--- config.mk ---
export PLATFORM = sky130hd
export DESIGN_NAME = dmbo_decoder
export DESIGN_NICKNAME = d
export VERILOG_FILES = /design/src/core/dmbo_pkg.sv /design/src/core/dmbo_decoder.sv
export SDC_FILE = /design/constraint.sdc
export NUM_CORES = 1
export LEC_CHECK = 0
export BUFFER_PORTS_ARGS = -buffer_cell sky130_fd_sc_hd__buf_2
export CORE_MARGIN = 4
export CORE_UTILIZATION = 45
export DETAILED_ROUTE_END_ITERATION = 10
export PLACE_DENSITY = 0.71
export SYNTH_ARGS = -nofsm -noshare
export SYNTH_HDL_FRONTEND = slang
export SYNTH_SLANG_ARGS = --single-unit
--- constraint.sdc ---
create_clock -name ref_clk -period 8.25 [get_ports ref_clk]
set_input_delay 1.65 -clock ref_clk [delete_from_list [all_inputs] [get_ports ref_clk]]
set_output_delay 1.65 -clock ref_clk [all_outputs]
set_load 0.05 [all_outputs]
--- src/core/dmbo_pkg.sv ---
// Package of constants and types for the data move and bit operation decoder
package dmbo_pkg;

   // ----------------------------------------
   // Encoded lengths and machine-cycle counts
   // ----------------------------------------
   localparam logic [1:0] LEN_1 = 2'h1;
   localparam logic [1:0] LEN_2 = 2'h2;
   localparam logic [1:0] LEN_3 = 2'h3;
   localparam logic [1:0] CYC_1 = 2'h1;
   localparam logic [1:0] CYC_2 = 2'h2;

   // ----------------------------------------
   // Address space boundaries
   // ----------------------------------------
   localparam logic [7:0] SFR_BASE    = 8'h80;
   localparam int         ADDR_W_DEF  = 16;
   localparam int         DATA_W      = 8;

   // ----------------------------------------
   // Opcode patterns (casez, ? marks a don't care)
   // ----------------------------------------
   localparam logic [7:0] OP_A_WREG     = 8'b1110_1???;
   localparam logic [7:0] OP_A_DIR      = 8'b1110_0101;
   localparam logic [7:0] OP_A_IND      = 8'b1110_011?;
   localparam logic [7:0] OP_A_IMM      = 8'b0111_0100;
   localparam logic [7:0] OP_WREG_A     = 8'b1111_1???;
   localparam logic [7:0] OP_WREG_DIR   = 8'b1010_1???;
   localparam logic [7:0] OP_WREG_IMM   = 8'b0111_1???;
   localparam logic [7:0] OP_DIR_A      = 8'b1111_0101;
   localparam logic [7:0] OP_DIR_WREG   = 8'b1000_1???;
   localparam logic [7:0] OP_DIR_DIR    = 8'b1000_0101;
   localparam logic [7:0] OP_DIR_IND    = 8'b1000_011?;
   localparam logic [7:0] OP_DIR_IMM    = 8'b0111_0101;
   localparam logic [7:0] OP_IND_A      = 8'b1111_011?;
   localparam logic [7:0] OP_IND_DIR    = 8'b1010_011?;
   localparam logic [7:0] OP_IND_IMM    = 8'b0111_011?;
   localparam logic [7:0] OP_PTR_IMM    = 8'b1001_0000;
   localparam logic [7:0] OP_CODE_PTR   = 8'b1001_0011;
   localparam logic [7:0] OP_CODE_PC    = 8'b1000_0011;
   localparam logic [7:0] OP_XRD_IND    = 8'b1110_001?;
   localparam logic [7:0] OP_XRD_PTR    = 8'b1110_0000;
   localparam logic [7:0] OP_XWR_IND    = 8'b1111_001?;
   localparam logic [7:0] OP_XWR_PTR    = 8'b1111_0000;
   localparam logic [7:0] OP_PUSH       = 8'b1100_0000;
   localparam logic [7:0] OP_POP        = 8'b1101_0000;
   localparam logic [7:0] OP_SWP_WREG   = 8'b1100_1???;
   localparam logic [7:0] OP_SWP_DIR    = 8'b1100_0101;
   localparam logic [7:0] OP_SWP_IND    = 8'b1100_011?;
   localparam logic [7:0] OP_NIB_IND    = 8'b1101_011?;
   localparam logic [7:0] OP_CLR_C      = 8'b1100_0011;
   localparam logic [7:0] OP_CLR_BIT    = 8'b1100_0010;
   localparam logic [7:0] OP_SET_C      = 8'b1101_0011;
   localparam logic [7:0] OP_SET_BIT    = 8'b1101_0010;
   localparam logic [7:0] OP_CPL_C      = 8'b1011_0011;
   localparam logic [7:0] OP_CPL_BIT    = 8'b1011_0010;
   localparam logic [7:0] OP_AND_C_BIT  = 8'b1000_0010;
   localparam logic [7:0] OP_AND_C_NBIT = 8'b1011_0000;
   localparam logic [7:0] OP_OR_C_BIT   = 8'b0111_0010;
   localparam logic [7:0] OP_OR_C_NBIT  = 8'b1010_0000;
   localparam logic [7:0] OP_C_BIT      = 8'b1010_0010;
   localparam logic [7:0] OP_BIT_C      = 8'b1001_0010;
   localparam logic [7:0] OP_BR_C       = 8'b0100_0000;
   localparam logic [7:0] OP_BR_NC      = 8'b0101_0000;
   localparam logic [7:0] OP_BR_B       = 8'b0010_0000;
   localparam logic [7:0] OP_BR_NB      = 8'b0011_0000;
   localparam logic [7:0] OP_BR_JBC     = 8'b0001_0000;

   // ----------------------------------------
   // Types
   // ----------------------------------------
   typedef enum logic [4:0] {
      CL_NONE, CL_MOVE, CL_CODE_LOAD, CL_EXT_MOVE, CL_PUSH, CL_POP, CL_SWAP, CL_NIBBLE_SWAP,
      CL_CLEAR, CL_SET, CL_COMPL, CL_AND, CL_AND_NOT, CL_OR, CL_OR_NOT, CL_BIT_TO_C,
      CL_C_TO_BIT, CL_BR_C, CL_BR_NC, CL_BR_B, CL_BR_NB, CL_BR_JBC
   } dmbo_class_t;

   typedef enum logic [3:0] {
      K_NONE, K_ACCUM, K_WREG, K_DIRECT, K_INDIRECT, K_IMM, K_IMM16, K_PTR,
      K_CODE_PTR, K_CODE_PC, K_EXTERNAL_DATA_SPACE_IND, K_EXTERNAL_DATA_SPACE_PTR, K_STACK, K_CARRY, K_BIT
   } dmbo_kind_t;

   typedef struct packed {
      logic        known;
      logic [1:0]  len;
      logic [1:0]  cycles;
      dmbo_class_t cls;
      dmbo_kind_t  src;
      dmbo_kind_t  dst;
   } dmbo_decode_t;

   typedef enum logic [1:0] {
      ST_IDLE  = 2'h0,
      ST_FIRST = 2'h1,
      ST_LAST  = 2'h3
   } dmbo_state_t;

   localparam dmbo_decode_t DEC_RESET = '{1'b0, 2'h0, 2'h0, CL_NONE, K_NONE, K_NONE};

endpackage

--- src/core/dmbo_decoder.sv ---
// Decoder and sequencer for the data move and Boolean bit instruction groups
`timescale 1ns/100ps

// Overview of operation
// RULE1: accumulator loads take one cycle
// RULE2: direct into working register, 2 bytes/2 cycles
// RULE3: working register into direct, 2 bytes/2 cycles
// RULE4: direct to direct, 3 bytes/2 cycles
// RULE5: indirect into direct, 2 bytes/2 cycles
// RULE6: immediate into direct, 3 bytes/2 cycles
// RULE7: immediate through indirect pointer, 2 bytes/1 cycle
// RULE8: direct to indirect 2/2; accumulator 1/1
// RULE9: load 16-bit pointer, 3 bytes/2 cycles
// RULE10: code byte loads, 1 byte/2 cycles
// RULE11: external data moves, 1 byte/2 cycles
// RULE12: stack push and pop, 2 bytes/2 cycles
// RULE13: swaps take one cycle; direct form two bytes
// RULE14: carry AND/OR with bit, 2/2
// RULE15: bit to carry 1 cycle; back 2
// RULE16: branch on carry state, 2 bytes/2 cycles
// RULE17: branch on bit state, 3 bytes/2 cycles
// RULE18: clear/set/complement carry or bit, one cycle
// RULE19: jump-and-clear clears bit indivisibly with test
// RULE20: direct below 80h is memory, above special
// RULE21: relative offset is signed, added to counter
module dmbo_decoder #(
   parameter int ADDR_W = dmbo_pkg::ADDR_W_DEF
) (
   input  wire logic                 ref_clk,
   input  wire logic                 srst,
   input  wire logic                 issue_valid,
   input  wire logic [7:0]           opcode,
   input  wire logic [7:0]           direct_addr,
   input  wire logic [7:0]           rel_offset,
   input  wire logic [ADDR_W-1:0]    pc_next,
   input  wire logic                 carry_flag,
   input  wire logic                 tested_bit,
   output logic                      issue_ready,
   output dmbo_pkg::dmbo_decode_t    decoded,
   output logic                      exec_busy,
   output logic                      exec_last,
   output logic                      direct_is_sfr,
   output logic                      ind_reg_sel,
   output logic                      carry_write,
   output logic                      carry_result,
   output logic                      bit_write,
   output logic                      bit_result,
   output logic                      bit_lock,
   output logic                      branch_taken,
   output logic [ADDR_W-1:0]         branch_target
);

   // ----------------------------------------
   // Elaboration check
   // ----------------------------------------
   if (ADDR_W < 8 || ADDR_W > 32)
   begin : g_bad_width
      $error("dmbo_decoder: ADDR_W must lie between 8 and 32");
   end

   // ----------------------------------------
   // Opcode table
   // ----------------------------------------
   function automatic dmbo_pkg::dmbo_decode_t mk(
      input logic [1:0]            len,
      input logic [1:0]            cyc,
      input dmbo_pkg::dmbo_class_t cls,
      input dmbo_pkg::dmbo_kind_t  src,
      input dmbo_pkg::dmbo_kind_t  dst
   );
      mk = '{1'b1, len, cyc, cls, src, dst};
   endfunction

   function automatic dmbo_pkg::dmbo_decode_t decode(input logic [7:0] op);
      import dmbo_pkg::*;
      dmbo_decode_t d;
      d = DEC_RESET;
      casez (op)
         OP_A_WREG     : d = mk(LEN_1, CYC_1, CL_MOVE, K_WREG, K_ACCUM);            // [RULE1]
         OP_A_DIR      : d = mk(LEN_2, CYC_1, CL_MOVE, K_DIRECT, K_ACCUM);          // [RULE1]
         OP_A_IND      : d = mk(LEN_1, CYC_1, CL_MOVE, K_INDIRECT, K_ACCUM);        // [RULE1]
         OP_A_IMM      : d = mk(LEN_2, CYC_1, CL_MOVE, K_IMM, K_ACCUM);             // [RULE1]
         OP_WREG_A     : d = mk(LEN_1, CYC_1, CL_MOVE, K_ACCUM, K_WREG);
         OP_WREG_DIR   : d = mk(LEN_2, CYC_2, CL_MOVE, K_DIRECT, K_WREG);           // [RULE2]
         OP_WREG_IMM   : d = mk(LEN_2, CYC_1, CL_MOVE, K_IMM, K_WREG);
         OP_DIR_A      : d = mk(LEN_2, CYC_1, CL_MOVE, K_ACCUM, K_DIRECT);
         OP_DIR_WREG   : d = mk(LEN_2, CYC_2, CL_MOVE, K_WREG, K_DIRECT);           // [RULE3]
         OP_DIR_DIR    : d = mk(LEN_3, CYC_2, CL_MOVE, K_DIRECT, K_DIRECT);         // [RULE4]
         OP_DIR_IND    : d = mk(LEN_2, CYC_2, CL_MOVE, K_INDIRECT, K_DIRECT);       // [RULE5]
         OP_DIR_IMM    : d = mk(LEN_3, CYC_2, CL_MOVE, K_IMM, K_DIRECT);            // [RULE6]
         OP_IND_A      : d = mk(LEN_1, CYC_1, CL_MOVE, K_ACCUM, K_INDIRECT);        // [RULE8]
         OP_IND_DIR    : d = mk(LEN_2, CYC_2, CL_MOVE, K_DIRECT, K_INDIRECT);       // [RULE8]
         OP_IND_IMM    : d = mk(LEN_2, CYC_1, CL_MOVE, K_IMM, K_INDIRECT);          // [RULE7]
         OP_PTR_IMM    : d = mk(LEN_3, CYC_2, CL_MOVE, K_IMM16, K_PTR);             // [RULE9]
         OP_CODE_PTR   : d = mk(LEN_1, CYC_2, CL_CODE_LOAD, K_CODE_PTR, K_ACCUM);   // [RULE10]
         OP_CODE_PC    : d = mk(LEN_1, CYC_2, CL_CODE_LOAD, K_CODE_PC, K_ACCUM);    // [RULE10]
         OP_XRD_IND    : d = mk(LEN_1, CYC_2, CL_EXT_MOVE, K_EXTERNAL_DATA_SPACE_IND, K_ACCUM);   // [RULE11]
         OP_XRD_PTR    : d = mk(LEN_1, CYC_2, CL_EXT_MOVE, K_EXTERNAL_DATA_SPACE_PTR, K_ACCUM);   // [RULE11]
         OP_XWR_IND    : d = mk(LEN_1, CYC_2, CL_EXT_MOVE, K_ACCUM, K_EXTERNAL_DATA_SPACE_IND);   // [RULE11]
         OP_XWR_PTR    : d = mk(LEN_1, CYC_2, CL_EXT_MOVE, K_ACCUM, K_EXTERNAL_DATA_SPACE_PTR);   // [RULE11]
         OP_PUSH       : d = mk(LEN_2, CYC_2, CL_PUSH, K_DIRECT, K_STACK);          // [RULE12]
         OP_POP        : d = mk(LEN_2, CYC_2, CL_POP, K_STACK, K_DIRECT);           // [RULE12]
         OP_SWP_WREG   : d = mk(LEN_1, CYC_1, CL_SWAP, K_WREG, K_ACCUM);            // [RULE13]
         OP_SWP_DIR    : d = mk(LEN_2, CYC_1, CL_SWAP, K_DIRECT, K_ACCUM);          // [RULE13]
         OP_SWP_IND    : d = mk(LEN_1, CYC_1, CL_SWAP, K_INDIRECT, K_ACCUM);        // [RULE13]
         OP_NIB_IND    : d = mk(LEN_1, CYC_1, CL_NIBBLE_SWAP, K_INDIRECT, K_ACCUM); // [RULE13]
         OP_CLR_C      : d = mk(LEN_1, CYC_1, CL_CLEAR, K_NONE, K_CARRY);           // [RULE18]
         OP_CLR_BIT    : d = mk(LEN_2, CYC_1, CL_CLEAR, K_NONE, K_BIT);             // [RULE18]
         OP_SET_C      : d = mk(LEN_1, CYC_1, CL_SET, K_NONE, K_CARRY);             // [RULE18]
         OP_SET_BIT    : d = mk(LEN_2, CYC_1, CL_SET, K_NONE, K_BIT);               // [RULE18]
         OP_CPL_C      : d = mk(LEN_1, CYC_1, CL_COMPL, K_CARRY, K_CARRY);          // [RULE18]
         OP_CPL_BIT    : d = mk(LEN_2, CYC_1, CL_COMPL, K_BIT, K_BIT);              // [RULE18]
         OP_AND_C_BIT  : d = mk(LEN_2, CYC_2, CL_AND, K_BIT, K_CARRY);              // [RULE14]
         OP_AND_C_NBIT : d = mk(LEN_2, CYC_2, CL_AND_NOT, K_BIT, K_CARRY);          // [RULE14]
         OP_OR_C_BIT   : d = mk(LEN_2, CYC_2, CL_OR, K_BIT, K_CARRY);               // [RULE14]
         OP_OR_C_NBIT  : d = mk(LEN_2, CYC_2, CL_OR_NOT, K_BIT, K_CARRY);           // [RULE14]
         OP_C_BIT      : d = mk(LEN_2, CYC_1, CL_BIT_TO_C, K_BIT, K_CARRY);         // [RULE15]
         OP_BIT_C      : d = mk(LEN_2, CYC_2, CL_C_TO_BIT, K_CARRY, K_BIT);         // [RULE15]
         OP_BR_C       : d = mk(LEN_2, CYC_2, CL_BR_C, K_CARRY, K_NONE);            // [RULE16]
         OP_BR_NC      : d = mk(LEN_2, CYC_2, CL_BR_NC, K_CARRY, K_NONE);           // [RULE16]
         OP_BR_B       : d = mk(LEN_3, CYC_2, CL_BR_B, K_BIT, K_NONE);              // [RULE17]
         OP_BR_NB      : d = mk(LEN_3, CYC_2, CL_BR_NB, K_BIT, K_NONE);             // [RULE17]
         OP_BR_JBC     : d = mk(LEN_3, CYC_2, CL_BR_JBC, K_BIT, K_BIT);             // [RULE17]
         default       : d = DEC_RESET;
      endcase
      return d;
   endfunction

   // ----------------------------------------
   // Decode and operand evaluation
   // ----------------------------------------
   dmbo_pkg::dmbo_decode_t dec_now;
   dmbo_pkg::dmbo_state_t  state;
   dmbo_pkg::dmbo_state_t  next_state;
   wire logic              accept;
   wire logic              two_cycle;
   wire logic              uses_direct;
   wire logic              uses_indirect;
   wire logic              next_carry_write;
   wire logic              next_carry_result;
   wire logic              next_bit_write;
   wire logic              next_bit_result;
   wire logic              next_taken;
   wire logic [ADDR_W-1:0] rel_ext;

   assign dec_now = decode(opcode);
   assign accept  = issue_valid && issue_ready;
   // Unknown opcodes are still taken, for one cycle, so the pipe never hangs
   assign two_cycle = dec_now.known && (dec_now.cycles == dmbo_pkg::CYC_2);

   assign uses_direct = (dec_now.src == dmbo_pkg::K_DIRECT) || (dec_now.dst == dmbo_pkg::K_DIRECT)
                        || (dec_now.src == dmbo_pkg::K_STACK) || (dec_now.dst == dmbo_pkg::K_STACK);
   assign uses_indirect = (dec_now.src == dmbo_pkg::K_INDIRECT) || (dec_now.dst == dmbo_pkg::K_INDIRECT)
                          || (dec_now.src == dmbo_pkg::K_EXTERNAL_DATA_SPACE_IND) || (dec_now.dst == dmbo_pkg::K_EXTERNAL_DATA_SPACE_IND);

   assign next_carry_write = (dec_now.dst == dmbo_pkg::K_CARRY);
   assign next_carry_result =
      (dec_now.cls == dmbo_pkg::CL_SET)      ? 1'b1 :
      (dec_now.cls == dmbo_pkg::CL_COMPL)    ? !carry_flag :
      (dec_now.cls == dmbo_pkg::CL_AND)      ? (carry_flag & tested_bit) :        // [RULE14]
      (dec_now.cls == dmbo_pkg::CL_AND_NOT)  ? (carry_flag & !tested_bit) :       // [RULE14]
      (dec_now.cls == dmbo_pkg::CL_OR)       ? (carry_flag | tested_bit) :        // [RULE14]
      (dec_now.cls == dmbo_pkg::CL_OR_NOT)   ? (carry_flag | !tested_bit) :       // [RULE14]
      (dec_now.cls == dmbo_pkg::CL_BIT_TO_C) ? tested_bit : 1'b0;                 // [RULE15]

   // Jump-and-clear writes the bit only when the test found it set
   assign next_bit_write = (dec_now.dst == dmbo_pkg::K_BIT)
                           && ((dec_now.cls != dmbo_pkg::CL_BR_JBC) || tested_bit);   // [RULE19]
   assign next_bit_result =
      (dec_now.cls == dmbo_pkg::CL_SET)      ? 1'b1 :                             // [RULE18]
      (dec_now.cls == dmbo_pkg::CL_COMPL)    ? !tested_bit :                      // [RULE18]
      (dec_now.cls == dmbo_pkg::CL_C_TO_BIT) ? carry_flag : 1'b0;                 // [RULE15]

   assign next_taken =
      ((dec_now.cls == dmbo_pkg::CL_BR_C)   &&  carry_flag) ||                    // [RULE16]
      ((dec_now.cls == dmbo_pkg::CL_BR_NC)  && !carry_flag) ||                    // [RULE16]
      ((dec_now.cls == dmbo_pkg::CL_BR_B)   &&  tested_bit) ||                    // [RULE17]
      ((dec_now.cls == dmbo_pkg::CL_BR_NB)  && !tested_bit) ||                    // [RULE17]
      ((dec_now.cls == dmbo_pkg::CL_BR_JBC) &&  tested_bit);                      // [RULE17]

   // Sign extension keeps backward branches wrapping inside the code space
   assign rel_ext = {{(ADDR_W-8){rel_offset[7]}}, rel_offset};                    // [RULE21]

   // ----------------------------------------
   // Sequencer
   // ----------------------------------------
   always_comb
   begin
      next_state = state;
      case (state)
         dmbo_pkg::ST_IDLE,
         dmbo_pkg::ST_LAST:
         begin
            if (accept)
               next_state = two_cycle ? dmbo_pkg::ST_FIRST : dmbo_pkg::ST_LAST;
            else
               next_state = dmbo_pkg::ST_IDLE;
         end
         dmbo_pkg::ST_FIRST:
            next_state = dmbo_pkg::ST_LAST;
         default:
            next_state = dmbo_pkg::ST_IDLE;
      endcase
   end

   always_ff @(posedge ref_clk)
   begin
      if (srst)
      begin
         state       <= dmbo_pkg::ST_IDLE;
         issue_ready <= 1'b1;
         exec_busy   <= 1'b0;
         exec_last   <= 1'b0;
      end
      else
      begin
         state       <= next_state;
         issue_ready <= (next_state != dmbo_pkg::ST_FIRST);
         exec_busy   <= (next_state != dmbo_pkg::ST_IDLE);
         exec_last   <= (next_state == dmbo_pkg::ST_LAST);
      end
   end

   // ----------------------------------------
   // Captured results, held for the whole instruction
   // ----------------------------------------
   always_ff @(posedge ref_clk)
   begin
      if (srst)
      begin
         decoded       <= dmbo_pkg::DEC_RESET;
         direct_is_sfr <= 1'b0;
         ind_reg_sel   <= 1'b0;
         carry_write   <= 1'b0;
         carry_result  <= 1'b0;
         bit_write     <= 1'b0;
         bit_result    <= 1'b0;
         bit_lock      <= 1'b0;
         branch_taken  <= 1'b0;
         branch_target <= '0;
      end
      else if (accept)
      begin
         decoded       <= dec_now;
         direct_is_sfr <= uses_direct && (direct_addr >= dmbo_pkg::SFR_BASE);    // [RULE20]
         ind_reg_sel   <= uses_indirect && opcode[0];                            // [RULE20]
         carry_write   <= next_carry_write;
         carry_result  <= next_carry_result;
         bit_write     <= next_bit_write;
         bit_result    <= next_bit_result;
         // Held over both cycles so no other access reaches the tested bit
         bit_lock      <= (dec_now.cls == dmbo_pkg::CL_BR_JBC);                  // [RULE19]
         branch_taken  <= next_taken;
         branch_target <= ADDR_W'(pc_next + rel_ext);                            // [RULE21]
      end
      else if (next_state == dmbo_pkg::ST_IDLE)
      begin
         bit_lock      <= 1'b0;
         carry_write   <= 1'b0;
         bit_write     <= 1'b0;
         branch_taken  <= 1'b0;
      end
   end

endmodule

==> reports/metrics.cfg <==
[sta]
rsz0062_at_grt = no
relSlewSlack_pct = 32.2
slew_violations = 0
period_needed_ns = 4.35
setup-violations-final = 0
setup_slack_ns = 3.90
finalCritPeriodShare_pct = 52.7
fin_setup_tns_ns = 0
fmax_ghz = 0.230
clock_skew_ns = 0.00599
worst_pin_slew_ns = 1.01
final-hold-violation-count = 0

[synth]
synthFlopType = dfxtp_1
synthArstFlopShare_pct = 0
synth_area_sq_um = 3870
netlist_instances = 525
synthMuxAreaShare_pct = 0.258
yosysUniqueCellTypes = 79
synthSimpleGateAreaFrac_pct = 31.0
synth-edff-count = 0
synth_compound_area_share_pct = 30.1
avgSynthCellArea_sq_um = 7.38
synth-xor-area-share_pct = 2.03
synth_nets = 588
synth-seq-cells = 47
synth_top_family_by_area = simple AND/OR/NAND/NOR gates
synth_adder_area_share_pct = 6.01
yosysSeqAreaShare_pct = 24.3
yosys_warnings = 0

[die]
dieArea_sq_um = 10200
coreArea_sq_um = 8300
core.rowCount = 33
dieHeight_um = 101
start_util_pct = 46.7
ios = 90
die_w_um = 101

[pwr]
p_leak_nw = 1.78
p_sw_mw = 0.266
vdd_drop_max_uv = 77.8
p_comb_share_pct = 38.8
p_per_area_nw_per_um2 = 151
cell_internal_pwr_mw = 0.393
swShare_pct = 40.3
p_seq_share_pct = 38.8
power_frac_clock_pct = 22.4

[detailed_routing]
wl_per_cell_um = 18.1
finalWirelength_um = 12300
via_per_inst = 6.39
drtAntennaViolNets = 0
drtPass1Iterations = 5
drc = 0
num_vias = 4344
initialDrtViolationCount = 420

[layout]
stdcell_area_sq_um = 4350
drive_gt1_share_pct = 18.4
fill_cells = 853
syn2layout_area_growth_pct = 12.2
n_antenna_cell = 0
nets = 637

[clock_network]
cts_hold_buffers = 0
cts_resized = 0
post_cts_buffers = 0
clk_pin_slew_ns = 0.09
cts_sinks = 47
htree_levels = 2
cts-root-buf = clkbuf_8
clkLatencyLatePin_ns = 0.29
clk_path_buf_depth = 2
cts_tree = built
cts-buffers-inserted = 5

[placed_design]
port_buffers = 82
pre_cts_slack_ns = 3.64
place_area_sq_um = 4250
gp_congestion = 1.03
dp_hpwl_um = 8790

[critical_path]
reg2regPathDepth = 5
max_stage_delay_ns = 0.74
crit_path_end_kind = flop
rr_startpoint = issue_ready
cp_top_family = simple AND/OR/NAND/NOR gates
r2r_slack_ns = 6.50
crit_slowest_cell = nor4_1
crit_start = opcode[4]
crit_end = carry_result
worstSetupPathDepth = 8
required_ns = 8.45
worstSetupStartpointType = input pin
r2r-end = decoded[15]
path_cells = buf_2 > inv_1 > a311o_1 > o22a_1 > nor4_1 > and2_1 > a32oi_1 > o41ai_1
path_buf_inv = 2
crit_type = input pin to flop
critPathArrivalTime_ns = 4.55
path_max_fanout = 31

[global_routing]
antenna_found_initial = 0
grt_start_max_net_pins = 49
grt_pass1_wl_um = 19400
grt_pass1_vias = 3941
grt_usage_pct = 23.2
overflow = 0

[job]
max_cap_violations = 0

[worst_hold_path]
hold_class = flop to flop

[run_status]
status = finished, final reports clean

[state kept, by name, indices dropped and copies added, names as in the netlist]
signal	flops
ind_reg_sel	1
branch_taken	1
exec_busy	1
decoded	18
issue_ready	1
branch_target	16
carry_write	1
exec_last	1
carry_result	1
direct_is_sfr	1
bit_result	1
bit_lock	1
state	2
bit_write	1
[worst reg2reg max path, delay by kind of cell, from the launching register on]
family	cells	cell delay, ns
buffers and inverters	1	0.40
AO/OA/AOI/OAI	1	0.25
flip-flops	1	0.35
AND/OR/NAND/NOR	3	0.61
[layout by cell type, fill, tap and decap left out, types with 5 or more instances in the layout]
master and count:
a211oi_1 19, a21oi_1 44, a311oi_1 6, a31oi_1 10, a32oi_1 6, and2_1 6
buf_2 82, clkbuf_8 6, dfxtp_1 47, ha_1 17, inv_1 15, nand2_1 40
nand2b_1 7, nand3_1 14, nand3b_1 7, nor2_1 57, nor2b_1 11, nor3_1 21
nor3b_1 5, nor4_1 9, o21a_1 8, o21ai_0 24, or3_1 7, xnor2_1 6
[worst min-delay path by stage]
| stage | start | end | slack (ns) | depth (start not counted) |
|---|---|---|---|---|
| floorplan | state[1] | exec_busy | 0.59 | 2 |
| global placement | branch_target[13] | branch_target[13] | 0.43 | 2 |
| detailed placement | branch_target[13] | branch_target[13] | 0.43 | 2 |
| CTS | branch_target[13] | branch_target[13] | 0.45 | 2 |
| global route | branch_target[9] | branch_target[9] | 0.48 | 2 |
| finish | branch_target[13] | branch_target[13] | 0.44 | 2 |
[power by group through the flow]
stage / Clock, mW / Combinational [mW] / Sequential (mW)
final: 0.147 / 0.255 / 0.256
after CTS: 0.152 / 0.253 / 0.256
after global placement: 0 / 0.249 / 0.261
after global routing: 0.163 / 0.275 / 0.258
after detailed placement: 0 / 0.252 / 0.261
after floorplan: 0 / 0.132 / 0.321
[layout make-up]
class / count / area (sq um) / share of cell area, %
well taps: 105 / 131 / 3.02
clock buffers: 6 / 82.6 / 1.90
inverters: 15 / 56.3 / 1.29
multi-input cells: 420 / 2690 / 61.8
clock inverters: 2 / 16.3 / 0.374
repair buffers: 85 / 433 / 9.96
flip-flops and latches: 47 / 941 / 21.6
[cells by family (layout without fill, tap and decap cells)]
logic type | count (synthesis) | count (layout)
adders and majority gates | 18 | 18
AOI/OAI and AO/OA | 171 | 171
DFF | 47 | 47
muxes | 1 | 1
xor gates and xnor gates | 9 | 9
and+or+nand+nor | 221 | 221
buffers and inverters | 58 | 108
[through the flow]
stage | power (mW) | cells | util, % | hold WS, ns
2_1_floorplan | 0.454 | 525 | - | 0.586
3_3_place_gp | 0.510 | 672 | 51.2 | 0.430
3_5_place_dp | 0.513 | 672 | 51.2 | 0.432
4_1_cts | 0.661 | 680 | 52.4 | 0.445
5_1_grt | 0.696 | 680 | 52.4 | 0.477
6_report | 0.658 | 680 | 52.4 | 0.440
[synth_stat cells (7+ instances only)]
master / count / share of area, %
a211oi_1: 19 / 3.7
a21oi_1: 44 / 5.7
a31oi_1: 10 / 1.6
clkbuf_1: 31 / 3.0
dfxtp_1: 47 / 24
ha_1: 17 / 5.5
inv_1: 15 / 1.5
nand2_1: 40 / 3.9
nand2b_1: 7 / 1.1
nand3_1: 14 / 1.8
nand3b_1: 7 / 1.4
nor2_1: 57 / 5.5
nor2b_1: 11 / 1.8
nor3_1: 21 / 2.7
nor4_1: 9 / 1.5
o21a_1: 8 / 1.5
o21ai_0: 24 / 3.1
or3_1: 7 / 1.1
[routing by layer]
| metal | up-vias | track usage (%) | share of wire [%] |
|---|---|---|---|
| li1 | 2066 | - | - |
| met1 | 1969 | 30.5 | 42 |
| met2 | 268 | 37.7 | 45 |
| met3 | 41 | 3.18 | 9.4 |
| met4 | 0 | 10.5 | 3.3 |
| met5 | - | 0 | 0 |
(Power assumes the default switching activity.)
